### config.mk
export PLATFORM = sky130hd
export DESIGN_NAME = ars_rx_status_irq
export DESIGN_NICKNAME = d
export VERILOG_FILES = /design/src/rtl/ars_pkg.sv /design/src/rtl/ars_irq_if.sv /design/src/rtl/ars_sticky_flags.sv /design/src/rtl/ars_irq_gate.sv /design/src/rtl/ars_rx_status_irq.sv
export VERILOG_INCLUDE_DIRS = /design/src /design/src/rtl
export SDC_FILE = /design/constraint.sdc
export NUM_CORES = 1
export LEC_CHECK = 0
export ABC_CLOCK_PERIOD_IN_PS = 2450
export BUFFER_PORTS_ARGS = -buffer_cell sky130_fd_sc_hd__buf_4
export CAP_MARGIN = 10
export CORE_MARGIN = 4
export CORE_UTILIZATION = 53
export CTS_CLUSTER_SIZE = 10
export DETAILED_ROUTE_END_ITERATION = 7
export GPL_TIMING_DRIVEN = 0
export PLACE_DENSITY = 0.77
export SYNTH_ARGS = -nofsm -noshare
export SYNTH_HDL_FRONTEND = slang
export SYNTH_SLANG_ARGS = --single-unit
### constraint.sdc
create_clock -name clk_sys -period 2.45 [get_ports clk_sys]
set_input_delay 0.49 -clock clk_sys [delete_from_list [all_inputs] [get_ports clk_sys]]
set_output_delay 0.49 -clock clk_sys [all_outputs]
set_load 0.01 [all_outputs]
### src/rtl/ars_map.svh
`ifndef ARS_MAP_SVH
`define ARS_MAP_SVH

// ----------------------------------------
// Register offsets (byte addresses)
// ----------------------------------------
`define ARS_OFF_STATUS 8'h00
`define ARS_OFF_ENABLE 8'h04
`define ARS_OFF_CLEAR 8'h08

// ----------------------------------------
// Flag layout
// ----------------------------------------
`define ARS_FLAG_W 23
`define ARS_CHAN_N 7
`define ARS_BIT_ADDR_RDY 22
`define ARS_BIT_DATA_RDY 21
`define ARS_REQ_MSB 20
`define ARS_REQ_LSB 14
`define ARS_OV_MSB 13
`define ARS_OV_LSB 7
`define ARS_UN_MSB 6
`define ARS_UN_LSB 0

// ----------------------------------------
// Reset values and bus answers
// ----------------------------------------
`define ARS_FLAG_RST 23'h00_0000
`define ARS_WORD_ZERO 32'h0000_0000
`define ARS_RESP_OKAY 2'h0
`define ARS_RESP_SLVERR 2'h2

`endif

### src/rtl/ars_pkg.sv
package ars_pkg;

    // ----------------------------------------
    // Bus channel states
    // ----------------------------------------
    typedef enum logic [1:0] {
        ARS_WR_IDLE = 2'b01,
        ARS_WR_RESP = 2'b10
    } ars_wr_state_e;

    typedef enum logic [1:0] {
        ARS_RD_IDLE = 2'b01,
        ARS_RD_DATA = 2'b10
    } ars_rd_state_e;

    typedef logic [22:0] ars_flags_t;

    // Complete state of the bus slave
    typedef struct packed {
        ars_wr_state_e wr_state;
        ars_rd_state_e rd_state;
        logic aw_got;
        logic w_got;
        logic [7:0] awaddr;
        logic [31:0] wdata;
        logic [3:0] wstrb;
        logic [1:0] bresp;
        logic [31:0] rdata;
        logic [1:0] rresp;
    } ars_axi_s;

    typedef struct packed {
        ars_flags_t status;
    } ars_sticky_s;

    typedef struct packed {
        ars_flags_t enable;
    } ars_gate_s;

endpackage

### src/rtl/ars_irq_if.sv
`timescale 1ns/1ps
`default_nettype none

// Carries flag events, clears and enable writes between the slave and its banks
interface ars_irq_if;
    import ars_pkg::*;
    ars_flags_t set_vec;
    ars_flags_t clr_vec;
    ars_flags_t status;
    ars_flags_t enable;
    ars_flags_t enable_wdata;
    ars_flags_t enable_wmask;
    logic enable_we;
    logic irq;

    modport bank (input set_vec, input clr_vec, output status);
    modport gate (input status, input enable_we, input enable_wdata, input enable_wmask,
                  output enable, output irq);
    modport ctrl (output set_vec, output clr_vec, output enable_we, output enable_wdata,
                  output enable_wmask, input status, input enable, input irq);
endinterface

`default_nettype wire

### src/rtl/ars_sticky_flags.sv
`timescale 1ns/1ps
`default_nettype none

module ars_sticky_flags
    import ars_pkg::*;
(
    input wire logic clk_sys,
    input wire logic rst_n,
    ars_irq_if.bank flags
);
`include "ars_map.svh"

    ars_sticky_s state_reg;
    ars_sticky_s state_next;

    // Set applied after clear, so an event in the clear cycle survives
    always_comb begin
        state_next = state_reg;
        state_next.status = (state_reg.status & ~flags.clr_vec) | flags.set_vec;
    end

    // Only reset reinitialises; standby has no path in here
    always_ff @(posedge clk_sys) begin
        if (!rst_n) begin
            state_reg.status <= `ARS_FLAG_RST;
        end else begin
            state_reg <= state_next;
        end
    end

    assign flags.status = state_reg.status;

endmodule

`default_nettype wire

### src/rtl/ars_irq_gate.sv
`timescale 1ns/1ps
`default_nettype none

module ars_irq_gate
    import ars_pkg::*;
(
    input wire logic clk_sys,
    input wire logic rst_n,
    ars_irq_if.gate gate
);
`include "ars_map.svh"

    ars_gate_s state_reg;
    ars_gate_s state_next;

    // Byte-lane masked update of the enable bits
    always_comb begin
        state_next = state_reg;
        if (gate.enable_we) begin
            state_next.enable = (state_reg.enable & ~gate.enable_wmask)
                              | (gate.enable_wdata & gate.enable_wmask);
        end
    end

    always_ff @(posedge clk_sys) begin
        if (!rst_n) begin
            state_reg.enable <= `ARS_FLAG_RST;
        end else begin
            state_reg <= state_next;
        end
    end

    assign gate.enable = state_reg.enable;
    // Level output, follows flags and enables with no extra delay
    assign gate.irq = |(gate.status & state_reg.enable);

endmodule

`default_nettype wire

### src/rtl/ars_rx_status_irq.sv
// The implementer's own choices: the register offsets and the AXI4-Lite interface to the registers.
`timescale 1ns/1ps
`default_nettype none

module ars_rx_status_irq
    import ars_pkg::*;
#(
    parameter int ADDR_W = 8
) (
    input wire logic clk_sys,
    input wire logic rst_n,
    // AXI4-Lite write address
    input wire logic [ADDR_W-1:0] s_axi_awaddr,
    input wire logic [2:0] s_axi_awprot,
    input wire logic s_axi_awvalid,
    output logic s_axi_awready,
    // AXI4-Lite write data
    input wire logic [31:0] s_axi_wdata,
    input wire logic [3:0] s_axi_wstrb,
    input wire logic s_axi_wvalid,
    output logic s_axi_wready,
    // AXI4-Lite write response
    output logic [1:0] s_axi_bresp,
    output logic s_axi_bvalid,
    input wire logic s_axi_bready,
    // AXI4-Lite read address
    input wire logic [ADDR_W-1:0] s_axi_araddr,
    input wire logic [2:0] s_axi_arprot,
    input wire logic s_axi_arvalid,
    output logic s_axi_arready,
    // AXI4-Lite read data
    output logic [31:0] s_axi_rdata,
    output logic [1:0] s_axi_rresp,
    output logic s_axi_rvalid,
    input wire logic s_axi_rready,
    // Receive controller events, sampled every cycle while high
    input wire logic status_address_ready,
    input wire logic status_data_ready,
    input wire logic left_pcm_rx_request,
    input wire logic right_pcm_rx_request,
    input wire logic line1_rx_request,
    input wire logic microphone_rx_request,
    input wire logic line2_rx_request,
    input wire logic headset_rx_request,
    input wire logic io_ctl_stat_rx_request,
    input wire logic left_pcm_rx_overrun,
    input wire logic right_pcm_rx_overrun,
    input wire logic line1_rx_overrun,
    input wire logic microphone_rx_overrun,
    input wire logic line2_rx_overrun,
    input wire logic headset_rx_overrun,
    input wire logic io_ctl_stat_rx_overrun,
    input wire logic left_pcm_rx_underrun,
    input wire logic right_pcm_rx_underrun,
    input wire logic line1_rx_underrun,
    input wire logic microphone_rx_underrun,
    input wire logic line2_rx_underrun,
    input wire logic headset_rx_underrun,
    input wire logic io_ctl_stat_rx_underrun,
    // Level interrupt to the system
    output logic rx_irq
);
`include "ars_map.svh"

    // ----------------------------------------
    // Flag bank and interrupt gate
    // ----------------------------------------
    ars_irq_if flags_if ();

    ars_sticky_flags u_sticky (
        .clk_sys(clk_sys),
        .rst_n(rst_n),
        .flags(flags_if.bank)
    );

    ars_irq_gate u_gate (
        .clk_sys(clk_sys),
        .rst_n(rst_n),
        .gate(flags_if.gate)
    );

    // ----------------------------------------
    // Event vector assembly
    // ----------------------------------------
    logic [`ARS_CHAN_N-1:0] req_vec;
    logic [`ARS_CHAN_N-1:0] ov_vec;
    logic [`ARS_CHAN_N-1:0] un_vec;

    // Left PCM lands on the highest bit of each group
    assign req_vec = {left_pcm_rx_request, right_pcm_rx_request, line1_rx_request,
                      microphone_rx_request, line2_rx_request, headset_rx_request,
                      io_ctl_stat_rx_request};
    assign ov_vec = {left_pcm_rx_overrun, right_pcm_rx_overrun, line1_rx_overrun,
                     microphone_rx_overrun, line2_rx_overrun, headset_rx_overrun,
                     io_ctl_stat_rx_overrun};
    assign un_vec = {left_pcm_rx_underrun, right_pcm_rx_underrun, line1_rx_underrun,
                     microphone_rx_underrun, line2_rx_underrun, headset_rx_underrun,
                     io_ctl_stat_rx_underrun};

    // A request stays asserted until the FIFO is drained, so its flag refills
    // after a clear for as long as the FIFO remains half full
    always_comb begin
        flags_if.set_vec = `ARS_FLAG_RST;
        flags_if.set_vec[`ARS_BIT_ADDR_RDY] = status_address_ready;
        flags_if.set_vec[`ARS_BIT_DATA_RDY] = status_data_ready;
        flags_if.set_vec[`ARS_REQ_MSB:`ARS_REQ_LSB] = req_vec;
        flags_if.set_vec[`ARS_OV_MSB:`ARS_OV_LSB] = ov_vec;
        flags_if.set_vec[`ARS_UN_MSB:`ARS_UN_LSB] = un_vec;
    end

    // ----------------------------------------
    // Bus slave state
    // ----------------------------------------
    ars_axi_s state_reg;
    ars_axi_s state_next;

    logic aw_take;
    logic w_take;
    logic aw_have;
    logic w_have;
    logic [7:0] wr_addr;
    logic [31:0] wr_data;
    logic [3:0] wr_strb;
    logic [31:0] wr_mask;
    logic wr_fire;
    logic [7:0] rd_addr;
    logic ar_take;

    // Address and data are accepted independently and in either order
    // Each half waits in the state struct until its partner arrives; the
    // response is queued only once both are in hand
    assign s_axi_awready = (state_reg.wr_state == ARS_WR_IDLE) && !state_reg.aw_got;
    assign s_axi_wready = (state_reg.wr_state == ARS_WR_IDLE) && !state_reg.w_got;
    assign aw_take = s_axi_awvalid && s_axi_awready;
    assign w_take = s_axi_wvalid && s_axi_wready;
    assign aw_have = state_reg.aw_got || aw_take;
    assign w_have = state_reg.w_got || w_take;
    assign wr_fire = aw_have && w_have;
    assign wr_addr = state_reg.aw_got ? state_reg.awaddr : s_axi_awaddr[7:0];
    assign wr_data = state_reg.w_got ? state_reg.wdata : s_axi_wdata;
    assign wr_strb = state_reg.w_got ? state_reg.wstrb : s_axi_wstrb;

    // Byte strobes widened to a bit mask
    always_comb begin
        for (int i = 0; i < 4; i++) begin
            wr_mask[i*8 +: 8] = {8{wr_strb[i]}};
        end
    end

    // ----------------------------------------
    // Register write decode
    // ----------------------------------------
    // Reserved bits 31..23 are dropped by the slice to the flag width
    always_comb begin
        flags_if.clr_vec = `ARS_FLAG_RST;
        flags_if.enable_we = 1'b0;
        flags_if.enable_wdata = wr_data[`ARS_FLAG_W-1:0];
        flags_if.enable_wmask = wr_mask[`ARS_FLAG_W-1:0];
        if (wr_fire) begin
            case (wr_addr)
                `ARS_OFF_ENABLE: begin
                    flags_if.enable_we = 1'b1;
                end
                `ARS_OFF_CLEAR: begin
                    flags_if.clr_vec = wr_data[`ARS_FLAG_W-1:0] & wr_mask[`ARS_FLAG_W-1:0];
                end
                default: begin
                    flags_if.clr_vec = `ARS_FLAG_RST;
                end
            endcase
        end
    end

    // ----------------------------------------
    // Read decode
    // ----------------------------------------
    // Status is captured on the edge that takes the address, so an event in
    // that same cycle lands in the flags but shows only on the next read.
    // Protection bits mean nothing here and every access is served alike;
    // only the low eight address bits are decoded, so wider buses alias.
    assign s_axi_arready = (state_reg.rd_state == ARS_RD_IDLE);
    assign ar_take = s_axi_arvalid && s_axi_arready;
    assign rd_addr = s_axi_araddr[7:0];

    // ----------------------------------------
    // Next state of both channels
    // ----------------------------------------
    always_comb begin
        state_next = state_reg;
        case (state_reg.wr_state)
            ARS_WR_IDLE: begin
                if (aw_take) begin
                    state_next.aw_got = 1'b1;
                    state_next.awaddr = s_axi_awaddr[7:0];
                end
                if (w_take) begin
                    state_next.w_got = 1'b1;
                    state_next.wdata = s_axi_wdata;
                    state_next.wstrb = s_axi_wstrb;
                end
                if (wr_fire) begin
                    state_next.wr_state = ARS_WR_RESP;
                    state_next.aw_got = 1'b0;
                    state_next.w_got = 1'b0;
                    // Status is read-only; writing it is refused like a hole
                    if (wr_addr == `ARS_OFF_ENABLE || wr_addr == `ARS_OFF_CLEAR) begin
                        state_next.bresp = `ARS_RESP_OKAY;
                    end else begin
                        state_next.bresp = `ARS_RESP_SLVERR;
                    end
                end
            end
            ARS_WR_RESP: begin
                if (s_axi_bready) begin
                    state_next.wr_state = ARS_WR_IDLE;
                end
            end
            default: begin
                state_next.wr_state = ARS_WR_IDLE;
            end
        endcase

        case (state_reg.rd_state)
            ARS_RD_IDLE: begin
                if (ar_take) begin
                    state_next.rd_state = ARS_RD_DATA;
                    state_next.rresp = `ARS_RESP_OKAY;
                    state_next.rdata = `ARS_WORD_ZERO;
                    case (rd_addr)
                        `ARS_OFF_STATUS: begin
                            state_next.rdata[`ARS_FLAG_W-1:0] = flags_if.status;
                        end
                        // Enable and clear are write-only and read back as zero
                        `ARS_OFF_ENABLE: begin
                            state_next.rdata = `ARS_WORD_ZERO;
                        end
                        `ARS_OFF_CLEAR: begin
                            state_next.rdata = `ARS_WORD_ZERO;
                        end
                        default: begin
                            state_next.rresp = `ARS_RESP_SLVERR;
                        end
                    endcase
                end
            end
            ARS_RD_DATA: begin
                if (s_axi_rready) begin
                    state_next.rd_state = ARS_RD_IDLE;
                end
            end
            default: begin
                state_next.rd_state = ARS_RD_IDLE;
            end
        endcase
    end

    // ----------------------------------------
    // State register
    // ----------------------------------------
    always_ff @(posedge clk_sys) begin
        if (!rst_n) begin
            state_reg.wr_state <= ARS_WR_IDLE;
            state_reg.rd_state <= ARS_RD_IDLE;
            state_reg.aw_got <= 1'b0;
            state_reg.w_got <= 1'b0;
            state_reg.awaddr <= 8'h00;
            state_reg.wdata <= `ARS_WORD_ZERO;
            state_reg.wstrb <= 4'h0;
            state_reg.bresp <= `ARS_RESP_OKAY;
            state_reg.rdata <= `ARS_WORD_ZERO;
            state_reg.rresp <= `ARS_RESP_OKAY;
        end else begin
            state_reg <= state_next;
        end
    end

    // ----------------------------------------
    // Outputs
    // ----------------------------------------
    assign s_axi_bvalid = (state_reg.wr_state == ARS_WR_RESP);
    assign s_axi_bresp = state_reg.bresp;
    assign s_axi_rvalid = (state_reg.rd_state == ARS_RD_DATA);
    assign s_axi_rdata = state_reg.rdata;
    assign s_axi_rresp = state_reg.rresp;
    assign rx_irq = flags_if.irq;

endmodule

`default_nettype wire

### Yosys cells after proc, flatten, opt, wreduce, memory -nomap -nowiden

Cells that the tools add are included.

| storage, ports and cells | value |
|---|---|
| bits in registers | 113 |
| bits in latches | 0 |
| bits in writable memories | 0 |
| bits in read-only memories | 0 |
| output and inout port bits | 42 |
| logic and storage cells | 75 |
| memories | 0 |

| operators by class | value |
|---|---|
| add/subtract/negate cells | 0 |
| multipliers | 0 |
| divide/modulo/power cells | 0 |
| magnitude comparators | 0 |
| equal/unequal tests | 12 |
| shift-type cells | 0 |
| multiplexer cells | 19 |
| bitwise gates (word level) | 8 |
| reduce and logical (&&, ||, !) cells | 24 |

Operator list:

| kind | number |
|---|---|
| 23-bit AND | 4 |
| 23-bit two-way mux | 4 |
| 23-bit inverter | 2 |
| 23-bit OR | 2 |
| 23-bit OR reduction | 1 |
| 8-bit by 3-bit equality test with 1-bit output (second input constant) | 2 |
| 8-bit by 4-bit equality test with 1-bit output (second input constant) | 2 |
| 2-bit AND reduction | 8 |
| 2-bit two-way mux | 7 |
| 8-bit logical NOT | 1 |
| 8-bit two-way mux | 1 |
| 2-bit case mux with 2 select lines | 2 |
| 1-bit logical AND | 6 |
| 2-bit by 1-bit != test with 1-bit output (second input constant) | 3 |
| 2-bit by 1-bit equality test with 1-bit output (second input constant) | 2 |
| 2-bit equality test (second input constant) | 2 |
| 1-bit two-way mux | 4 |
| 2-bit nonzero test | 2 |
| 1-bit logical OR | 3 |
| 3-bit two-way mux | 1 |
| 3-bit OR reduction | 1 |
| 1-bit logical NOT | 2 |
| 2-bit != test (second input constant) | 1 |

### Logic depth before layout (Yosys ltp)

Gate-level depths: netlist of run 1.

| logic depth | value |
|---|---|
| depth in word-level cells | 9 |
| gate-level depth with buffers | 7 |
| mapped depth without buffers | 4 |

### By module

Synthesis of run 1 repeated with hierarchy kept, for this count alone.

| second synthesis, totals | value |
|---|---|
| cells, all modules | 601 |
| area total of the unflattened synthesis | 5373.9 um^2 |

Modules (own cells, without submodules):

| module | instances | cells each | area an instance (um^2) |
|---|---|---|---|
| ars_rx_status_irq | 1 | 393 | 3512.1 |
| ars_irq_gate | 1 | 137 | 1062.3 |
| ars_sticky_flags | 1 | 71 | 799.5 |

### Worst setup path after synthesis of run 1

Ideal clock, no wire load.

| path | value |
|---|---|
| path type | input-to-reg |
| from | input s_axi_awaddr[4] |
| to | register (tool-made name) |
| data arrival time | 1.784 ns |
| path slack | 0.545 ns |
| stages | 4 |
| path through | or4_4 -> o22ai_4 -> nand4_1 -> mux2_2 |

RTL lines:

| item | line | RTL |
|---|---|---|
| from (decl) | ars_rx_status_irq.sv:13 | `input wire logic [ADDR_W-1:0] s_axi_awaddr,` |

==> run summary, run 1 <==
OUTCOME
------------------------------------------------------------------------------------
Status ................................................................ finished clean

FINISH
------------------------------------------------------------------------------------
Fraction of layout cells with a size suffix above 1 ...................        27.5%
Cell area after layout ................................................     6070 µm²
Final net count .......................................................          778
Commonest non-fill, non-tap cell in the layout ........................ sky130_fd_sc_hd__buf_4
Number of antenna repair diodes .......................................            0
Number of cells in the finished layout apart from fillers .............          806
Core occupancy in the finished layout .................................        66.3%
Area growth from synthesis to layout ..................................        22.5%
Commonest non-fill, non-tap cells in the layout ....................... sky130_fd_sc_hd__buf_4, sky130_fd_sc_hd__dfxtp_1, sky130_fd_sc_hd__nor2_1

CLOCKING
------------------------------------------------------------------------------------
# resized after CTS ...................................................            0
Hold buffer count at cts ..............................................            0
Post-CTS Setup Inserts ................................................            0
Clock transition at path regs .........................................      0.10 ns
Clock Sinks ...........................................................          111
Clock latency reported for the late side of the worst-skew pair .......      0.38 ns
Number of CTS-inserted buffers ........................................            9
CTS Root Buffer Type .................................................. sky130_fd_sc_hd__clkbuf_8
Maximum level of the CTS H-tree .......................................            3
Buffer levels on the longest clock path ...............................            2
Clock tree from TritonCTS .............................................         done

POWER AND IR DROP
------------------------------------------------------------------------------------
VDD IR-drop max .......................................................   0.000377 V
Total power per unit cell area ........................................   590 nW/µm²
Design internal power .................................................      2.55 mW
Fraction of power consumed by the clock network .......................        28.8%
Part of the total power dissipated in sequential elements .............        54.6%
Switching power as a share of total power .............................        28.7%
Combinational fraction of design power ................................        16.7%
Net switching power ...................................................      1.03 mW
Lkg Pwr ...............................................................      2.64 nW

CRITICAL PATH
------------------------------------------------------------------------------------
CP max stage cell ..................................................... sky130_fd_sc_hd__mux2i_1
Count of buffer and inverter cells on the critical path ...............            3
Launching element type of the critical path ...........................    flip-flop
Data required time of the critical path ...............................      2.72 ns
Nature of the critical path endpoint ..................................    flip-flop
CP Class .............................................................. flip-flop to flip-flop
Worst endpoint data arrival time ......................................      2.49 ns
Critical path peak fanout .............................................           10
Ordered list of cells on the worst path ............................... clkbuf_1 > buf_2 > buf_2 > mux2i_1 > nor2_1 > mux2_2
Dominant delay contributor by cell family on the critical path ........ buffers and inverters
Cell occurring most often along the worst timing path ................. sky130_fd_sc_hd__buf_2
Longest individual stage delay on the worst path ......................      0.45 ns

TIMING
------------------------------------------------------------------------------------
Worst slew margin .....................................................        61.2%
Minimum clock period after layout .....................................      2.22 ns
Final period utilization ..............................................        90.4%
Total negative setup slack ............................................         0 ns
Worst clock skew ......................................................    0.0158 ns
Count of final hold-check violations ..................................            0
Maximum clock rate ....................................................    0.451 GHz
Worst-margin pin slew .................................................     0.582 ns
Final WS setup ........................................................     0.234 ns
Max-slew violation total from the final report ........................            0
Final-report setup violation count ....................................            0
Unrepaired setup endpoints after global routing .......................        false

PLACEMENT
------------------------------------------------------------------------------------
Port buffer count .....................................................          101
Worst setup timing slack at the placement stage .......................     0.250 ns
Global placement routability congestion ...............................        0.823
Dpl cell area .........................................................     5890 µm²
Placed cell count .....................................................          790
Dpl hpwl ..............................................................      9520 µm

DIE
------------------------------------------------------------------------------------
Initial Util ..........................................................        54.1%
Horizontal die dimension ..............................................       105 µm
Floorplan die area ....................................................    11000 µm²
Number of top-level design ports ......................................          130
Core box area .........................................................     9150 µm²
Die extent in y .......................................................       105 µm
Core Rows .............................................................           35

SYNTH
------------------------------------------------------------------------------------
Cell count after synthesis ............................................          568
Distinct cell type count of the synthesized netlist ...................           45
Share of flip-flops with an asynchronous set or reset after synthesis .           0%
Seq/Total Area, Yosys .................................................        44.8%
Top_reg_cell synth .................................................... sky130_fd_sc_hd__dfxtp_1
Number of flip-flops and latches in the synthesized netlist ...........          111
Number of synthesized flops with an enable pin ........................            0
Synthesized area per cell .............................................     8.72 µm²
Number of warning messages in the yosys log ...........................            0
Post-Synthesis Cell Area ..............................................     4950 µm²

ROUTING
------------------------------------------------------------------------------------
Final routed wirelength across all metal layers .......................     12300 µm
Detail-routed net length per standard cell ............................      15.3 µm
Initial DRT Pass Iterations ...........................................            6
Routed Antenna Nets ...................................................            0
DR iter-0 viols .......................................................          277
DRC violations left ...................................................            0
Number of vias in the routed layout ...................................         4328
Per-cell via count in the routed design ...............................         5.37

RUN
------------------------------------------------------------------------------------
Max Cap Violations ....................................................            0

GLOBAL ROUTING
------------------------------------------------------------------------------------
Maximum number of pins on one net before global-route repair ..........           19
Global-route wire length before repair ................................     19900 µm
Overflow left after global routing ....................................            0
Gr usage total ........................................................        22.3%
Antenna violations before repair ......................................            0
Number of global-route vias before repair .............................         4213

MIN PATH
------------------------------------------------------------------------------------
Worst min path class .................................................. primary input to flip-flop

[cell usage after synthesis (2+ instances only)]
master                     number  area, µm²
sky130_fd_sc_hd__dfxtp_1      111       2220
sky130_fd_sc_hd__nor2_1        91        342
sky130_fd_sc_hd__nand2_1       65        244
sky130_fd_sc_hd__a21oi_1       48        240
sky130_fd_sc_hd__buf_4         36        270
sky130_fd_sc_hd__a22oi_1       31        233
sky130_fd_sc_hd__mux2i_1       30        300
sky130_fd_sc_hd__clkbuf_1      21       78.8
sky130_fd_sc_hd__and2_1        20        125
sky130_fd_sc_hd__o21ai_0       20        100
sky130_fd_sc_hd__mux2_2        19        214
sky130_fd_sc_hd__buf_2          8       40.0
sky130_fd_sc_hd__nand4_1        5       31.3
sky130_fd_sc_hd__nor2b_1        5       31.3
sky130_fd_sc_hd__a31oi_1        4       25.0
sky130_fd_sc_hd__inv_1          4       15.0
sky130_fd_sc_hd__o31a_1         4       35.0
sky130_fd_sc_hd__o32ai_1        4       35.0
sky130_fd_sc_hd__a41oi_1        3       26.3
sky130_fd_sc_hd__and3b_1        3       26.3
sky130_fd_sc_hd__and4_2         3       30.0
sky130_fd_sc_hd__buf_1          3       11.3
sky130_fd_sc_hd__nand2b_1       3       18.8
sky130_fd_sc_hd__nand3_1        2       10.0
sky130_fd_sc_hd__nand3b_1       2       15.0
sky130_fd_sc_hd__nand4_4        2       42.5
sky130_fd_sc_hd__nor3b_1        2       15.0
sky130_fd_sc_hd__or3b_2         2       17.5
[power groups by stage]
stage	combinational, mW	clock, mW	sequential [mW]
after floorplan	0.376	0	1.97
after global placement	0.576	0	1.99
after detailed placement	0.593	0	1.99
after CTS	0.595	1.04	1.95
after global routing	0.661	1.11	1.97
final	0.596	1.03	1.95
[path summary, 6_finish.rpt]
kind | start | endpoint | slack [ns] | depth (start not counted)
max | state_reg[80] | flip-flop | 0.23 | 6
min reg2reg | state_reg[44] | state_reg[44] | 0.46 | 2
max reg2reg | state_reg[80] | flip-flop | 0.23 | 6
min | left_pcm_rx_request | u_sticky.flags.status[20] | 0.35 | 2
[cell families after synthesis]
kind of cell    after synthesis  synth area share, %
compound gates              123                 15.9
buf+inv                      73                 8.61
flops                       111                 44.8
mux                          49                 10.4
other cells                   1               0.0757
simple gates                211                 20.2
[stage by stage]
step	power, mW	hold slack, ns
2_1_floorplan	2.35	0.436
3_3_place_gp	2.57	0.441
3_5_place_dp	2.59	0.446
4_1_cts	3.58	0.346
5_1_grt	3.73	0.349
6_report	3.58	0.349
[cell type report]
cell class	instances	area, µm²
Timing Repair Buffer	101	758
Clock inverter	6	42.5
Sequential cell	111	2220
Fill cell	799	3080
Buffer	69	412
Tap cell	111	139
Multi-Input combinational cell	394	2340
Inverter	4	15.0
Clock buffer	10	138
[layer usage]
layer  vias to the layer above  wire length [µm]  GRT usage (%)
li1                       2162                 -              -
met1                      2001              5470           29.8
met2                       149              5820           36.7
met3                        16               798           4.01
met4                         0               204           7.22
met5                         -                 0              0
Power figures use the tool's default switching activity.
==> run 2: changes to the inputs <==
--- a/config.mk
+++ b/config.mk
@@ -10,11 +10,12 @@
 export BUFFER_PORTS_ARGS = -buffer_cell sky130_fd_sc_hd__buf_4
 export CAP_MARGIN = 10
 export CORE_MARGIN = 4
-export CORE_UTILIZATION = 53
+export CORE_UTILIZATION = 55
+export CTS_BUF_LIST = sky130_fd_sc_hd__clkbuf_2 sky130_fd_sc_hd__clkbuf_4 sky130_fd_sc_hd__clkbuf_8
 export CTS_CLUSTER_SIZE = 10
 export DETAILED_ROUTE_END_ITERATION = 7
 export GPL_TIMING_DRIVEN = 0
-export PLACE_DENSITY = 0.77
+export PLACE_DENSITY = 0.8
 export SYNTH_ARGS = -nofsm -noshare
 export SYNTH_HDL_FRONTEND = slang
 export SYNTH_SLANG_ARGS = --single-unit
==> run 2 against run 1 <==
- clock power about the same
- total power increased by 1.1%
- die area decreased by 3.4%
- utilization increased by 3.0 points
- non-clock buffer count unchanged
- critical path depth unchanged
- largest power group unchanged
- sequential power about the same
- sequential share of layout area about the same
- worst hold slack improved by 0.0064 ns
- cell area increased by 0.10%
==> run summary, run 2 (synthesized netlist as in run 1, its figures left out) <==
OUTCOME
------------------------------------------------------------------------------
Status .......................................................... finished clean

TIMING
------------------------------------------------------------------------------
Minimum clock period after layout ...............................      2.19 ns   -0.0289 ns
Max-slew violation total from the final report ..................            0   unchanged
Final-report setup violation count ..............................            0   unchanged
Final period utilization ........................................        89.3%   -1.2 points
Total negative setup slack ......................................         0 ns   unchanged
Final WS setup ..................................................     0.263 ns   +0.0289 ns
Unrepaired setup endpoints after global routing .................        false
Worst clock skew ................................................    0.0121 ns   -0.00364 ns
Worst-margin pin slew ...........................................     0.583 ns   +0.000779 ns
Worst slew margin ...............................................        61.1%   about the same
Count of final hold-check violations ............................            0   unchanged
Maximum clock rate ..............................................    0.457 GHz   +1.3%

ROUTING
------------------------------------------------------------------------------
Initial DRT Pass Iterations .....................................            5   -1
DRC violations left .............................................            0   unchanged
Number of vias in the routed layout .............................         4376   +1.1%
Per-cell via count in the routed design .........................         5.45   +1.5%
Final routed wirelength across all metal layers .................     12700 µm   +2.9%
DR iter-0 viols .................................................          242   -13%
Detail-routed net length per standard cell ......................      15.8 µm   +3.3%
Routed Antenna Nets .............................................            0   unchanged

CLOCKING
------------------------------------------------------------------------------
CTS Root Buffer Type ............................................ sky130_fd_sc_hd__clkbuf_8
Clock Sinks .....................................................          111   unchanged
Number of CTS-inserted buffers ..................................            9   unchanged
# resized after CTS .............................................            0   unchanged
Post-CTS Setup Inserts ..........................................            0   unchanged
Buffer levels on the longest clock path .........................            2   unchanged
Hold buffer count at cts ........................................            0   unchanged
Clock transition at path regs ...................................      0.11 ns   about the same
Clock tree from TritonCTS .......................................         done
Clock latency reported for the late side of the worst-skew pair .      0.38 ns   about the same
Maximum level of the CTS H-tree .................................            3   unchanged

POWER AND IR DROP
------------------------------------------------------------------------------
Post-layout total power .........................................      3.62 mW   +1.1%
VDD IR-drop max .................................................   0.000293 V   -22%
Lkg Pwr .........................................................      2.65 nW   +0.33%
Total power per unit cell area ..................................   596 nW/µm²   +1.0%

DIE
------------------------------------------------------------------------------
Initial Util ....................................................        56.5%   +2.4 points
Die extent in y .................................................       103 µm   -1.7%
Horizontal die dimension ........................................       103 µm   -1.7%
Floorplan die area ..............................................    10600 µm²   -3.4%
Number of top-level design ports ................................          130   unchanged
Core box area ...................................................     8760 µm²   -4.3%
Core Rows .......................................................           34   -2.9%

MIN PATH
------------------------------------------------------------------------------
Capture endpoint of the worst hold path ......................... state_reg[46]
Worst Hold Path Cells ...........................................            3   +1
Worst min path class ............................................ primary input to flip-flop
Min-Delay Startpoint ............................................ s_axi_wdata[6]

FINISH
------------------------------------------------------------------------------
Commonest non-fill, non-tap cells in the layout ................. sky130_fd_sc_hd__buf_4, sky130_fd_sc_hd__dfxtp_1, sky130_fd_sc_hd__nor2_1
Area growth from synthesis to layout ............................        22.6%
Commonest non-fill, non-tap cell in the layout .................. sky130_fd_sc_hd__buf_4
Fraction of layout cells with a size suffix above 1 .............        27.5%   unchanged
Final net count .................................................          778   unchanged
Number of antenna repair diodes .................................            0   unchanged

PLACEMENT
------------------------------------------------------------------------------
Worst setup timing slack at the placement stage .................     0.234 ns   -0.0160 ns
Global placement routability congestion .........................        0.850   +3.3%
Dpl hpwl ........................................................      9800 µm   +2.9%
Port buffer count ...............................................          101   unchanged

CRITICAL PATH
------------------------------------------------------------------------------
Startpoint of the worst-slack reg-to-reg timing path ............ state_reg[80]
CP Class ........................................................ flip-flop to flip-flop
Critical path peak fanout .......................................           10   unchanged
Data required time of the critical path .........................      2.73 ns   about the same
Register-to-Register Setup Slack ................................      0.26 ns   +0.03 ns
Launching element type of the critical path .....................    flip-flop
Worst endpoint data arrival time ................................      2.47 ns   -0.02 ns
Reg2Reg Depth ...................................................            6   unchanged
Nature of the critical path endpoint ............................    flip-flop

RUN
------------------------------------------------------------------------------
Max Cap Violations ..............................................            0   unchanged

GLOBAL ROUTING
------------------------------------------------------------------------------
Global-route wire length before repair ..........................     19400 µm   -2.6%
Number of global-route vias before repair .......................         4063   -3.6%
Maximum number of pins on one net before global-route repair ....           20   +1
Antenna violations before repair ................................            0   unchanged
Overflow left after global routing ..............................            0   unchanged
Gr usage total ..................................................        23.6%   +1.3 points

[run 2: changes by cell type in the layout (fill, tap and decap cells not counted)]
cell,previous run,this run
sky130_fd_sc_hd__clkinv_2,2,0
sky130_fd_sc_hd__clkinvlp_4,2,0
sky130_fd_sc_hd__inv_6,2,3
sky130_fd_sc_hd__clkinv_4,0,3
[run 2: metal layers]
metal / vias to the layer above / GRT usage [%] / wire length [µm]
met1: 2029 / 32.1 / 5560
li1: 2163 / - / -
met3: 22 / 2.71 / 820
met5: - / 0 / 0
met4: 0 / 9.16 / 248
met2: 162 / 38.5 / 6030
[run 2: worst max path at each step]
stage,slack [ns],to,from
6_report,0.26,flip-flop,state_reg[80]
5_1_grt,0.12,rx_irq,u_sticky.flags.status[4]
4_1_cts,0.29,flip-flop,state_reg[80]
3_5_place_dp,0.23,u_sticky.flags.status[19],s_axi_awaddr[4]
3_3_place_gp,0.28,u_sticky.flags.status[19],s_axi_awaddr[4]
2_1_floorplan,0.55,flip-flop,s_axi_awaddr[4]
[run 2: cell type report]
cell class	instances	area, µm²
inverter	4	15.0
buffer	69	412
fill	698	2690
multi-input combinational	394	2340
timing repair buffer	101	758
clock inverter	6	52.6
tap	108	135
sequential	111	2220
clock buffer	10	138
[run 2: through the flow]
stage / utilization [%] / hold WS (ns) / instance area [µm²] / std cells
2_1_floorplan: - / 0.436 / 4990 / 578
3_3_place_gp: 67.2 / 0.441 / 5890 / 787
3_5_place_dp: 67.2 / 0.448 / 5890 / 787
4_1_cts: 69.3 / 0.346 / 6080 / 803
5_1_grt: 69.3 / 0.353 / 6080 / 803
6_report: 69.3 / 0.356 / 6080 / 803
[run 2: report_power, final]
group	switching (mW)	internal, mW
Combinational	0.339	0.261
Sequential	0.0670	1.89
Clock	0.649	0.415
Total	1.06	2.57
[run 2: critical path, stage by stage, from the launching register on]
cell and delay [ns]:
sky130_fd_sc_hd__dfxtp_1 0.32, sky130_fd_sc_hd__clkbuf_1 0.27, sky130_fd_sc_hd__buf_2 0.35, sky130_fd_sc_hd__buf_2 0.35
sky130_fd_sc_hd__mux2i_1 0.43, sky130_fd_sc_hd__nor2_1 0.09, sky130_fd_sc_hd__mux2_2 0.28
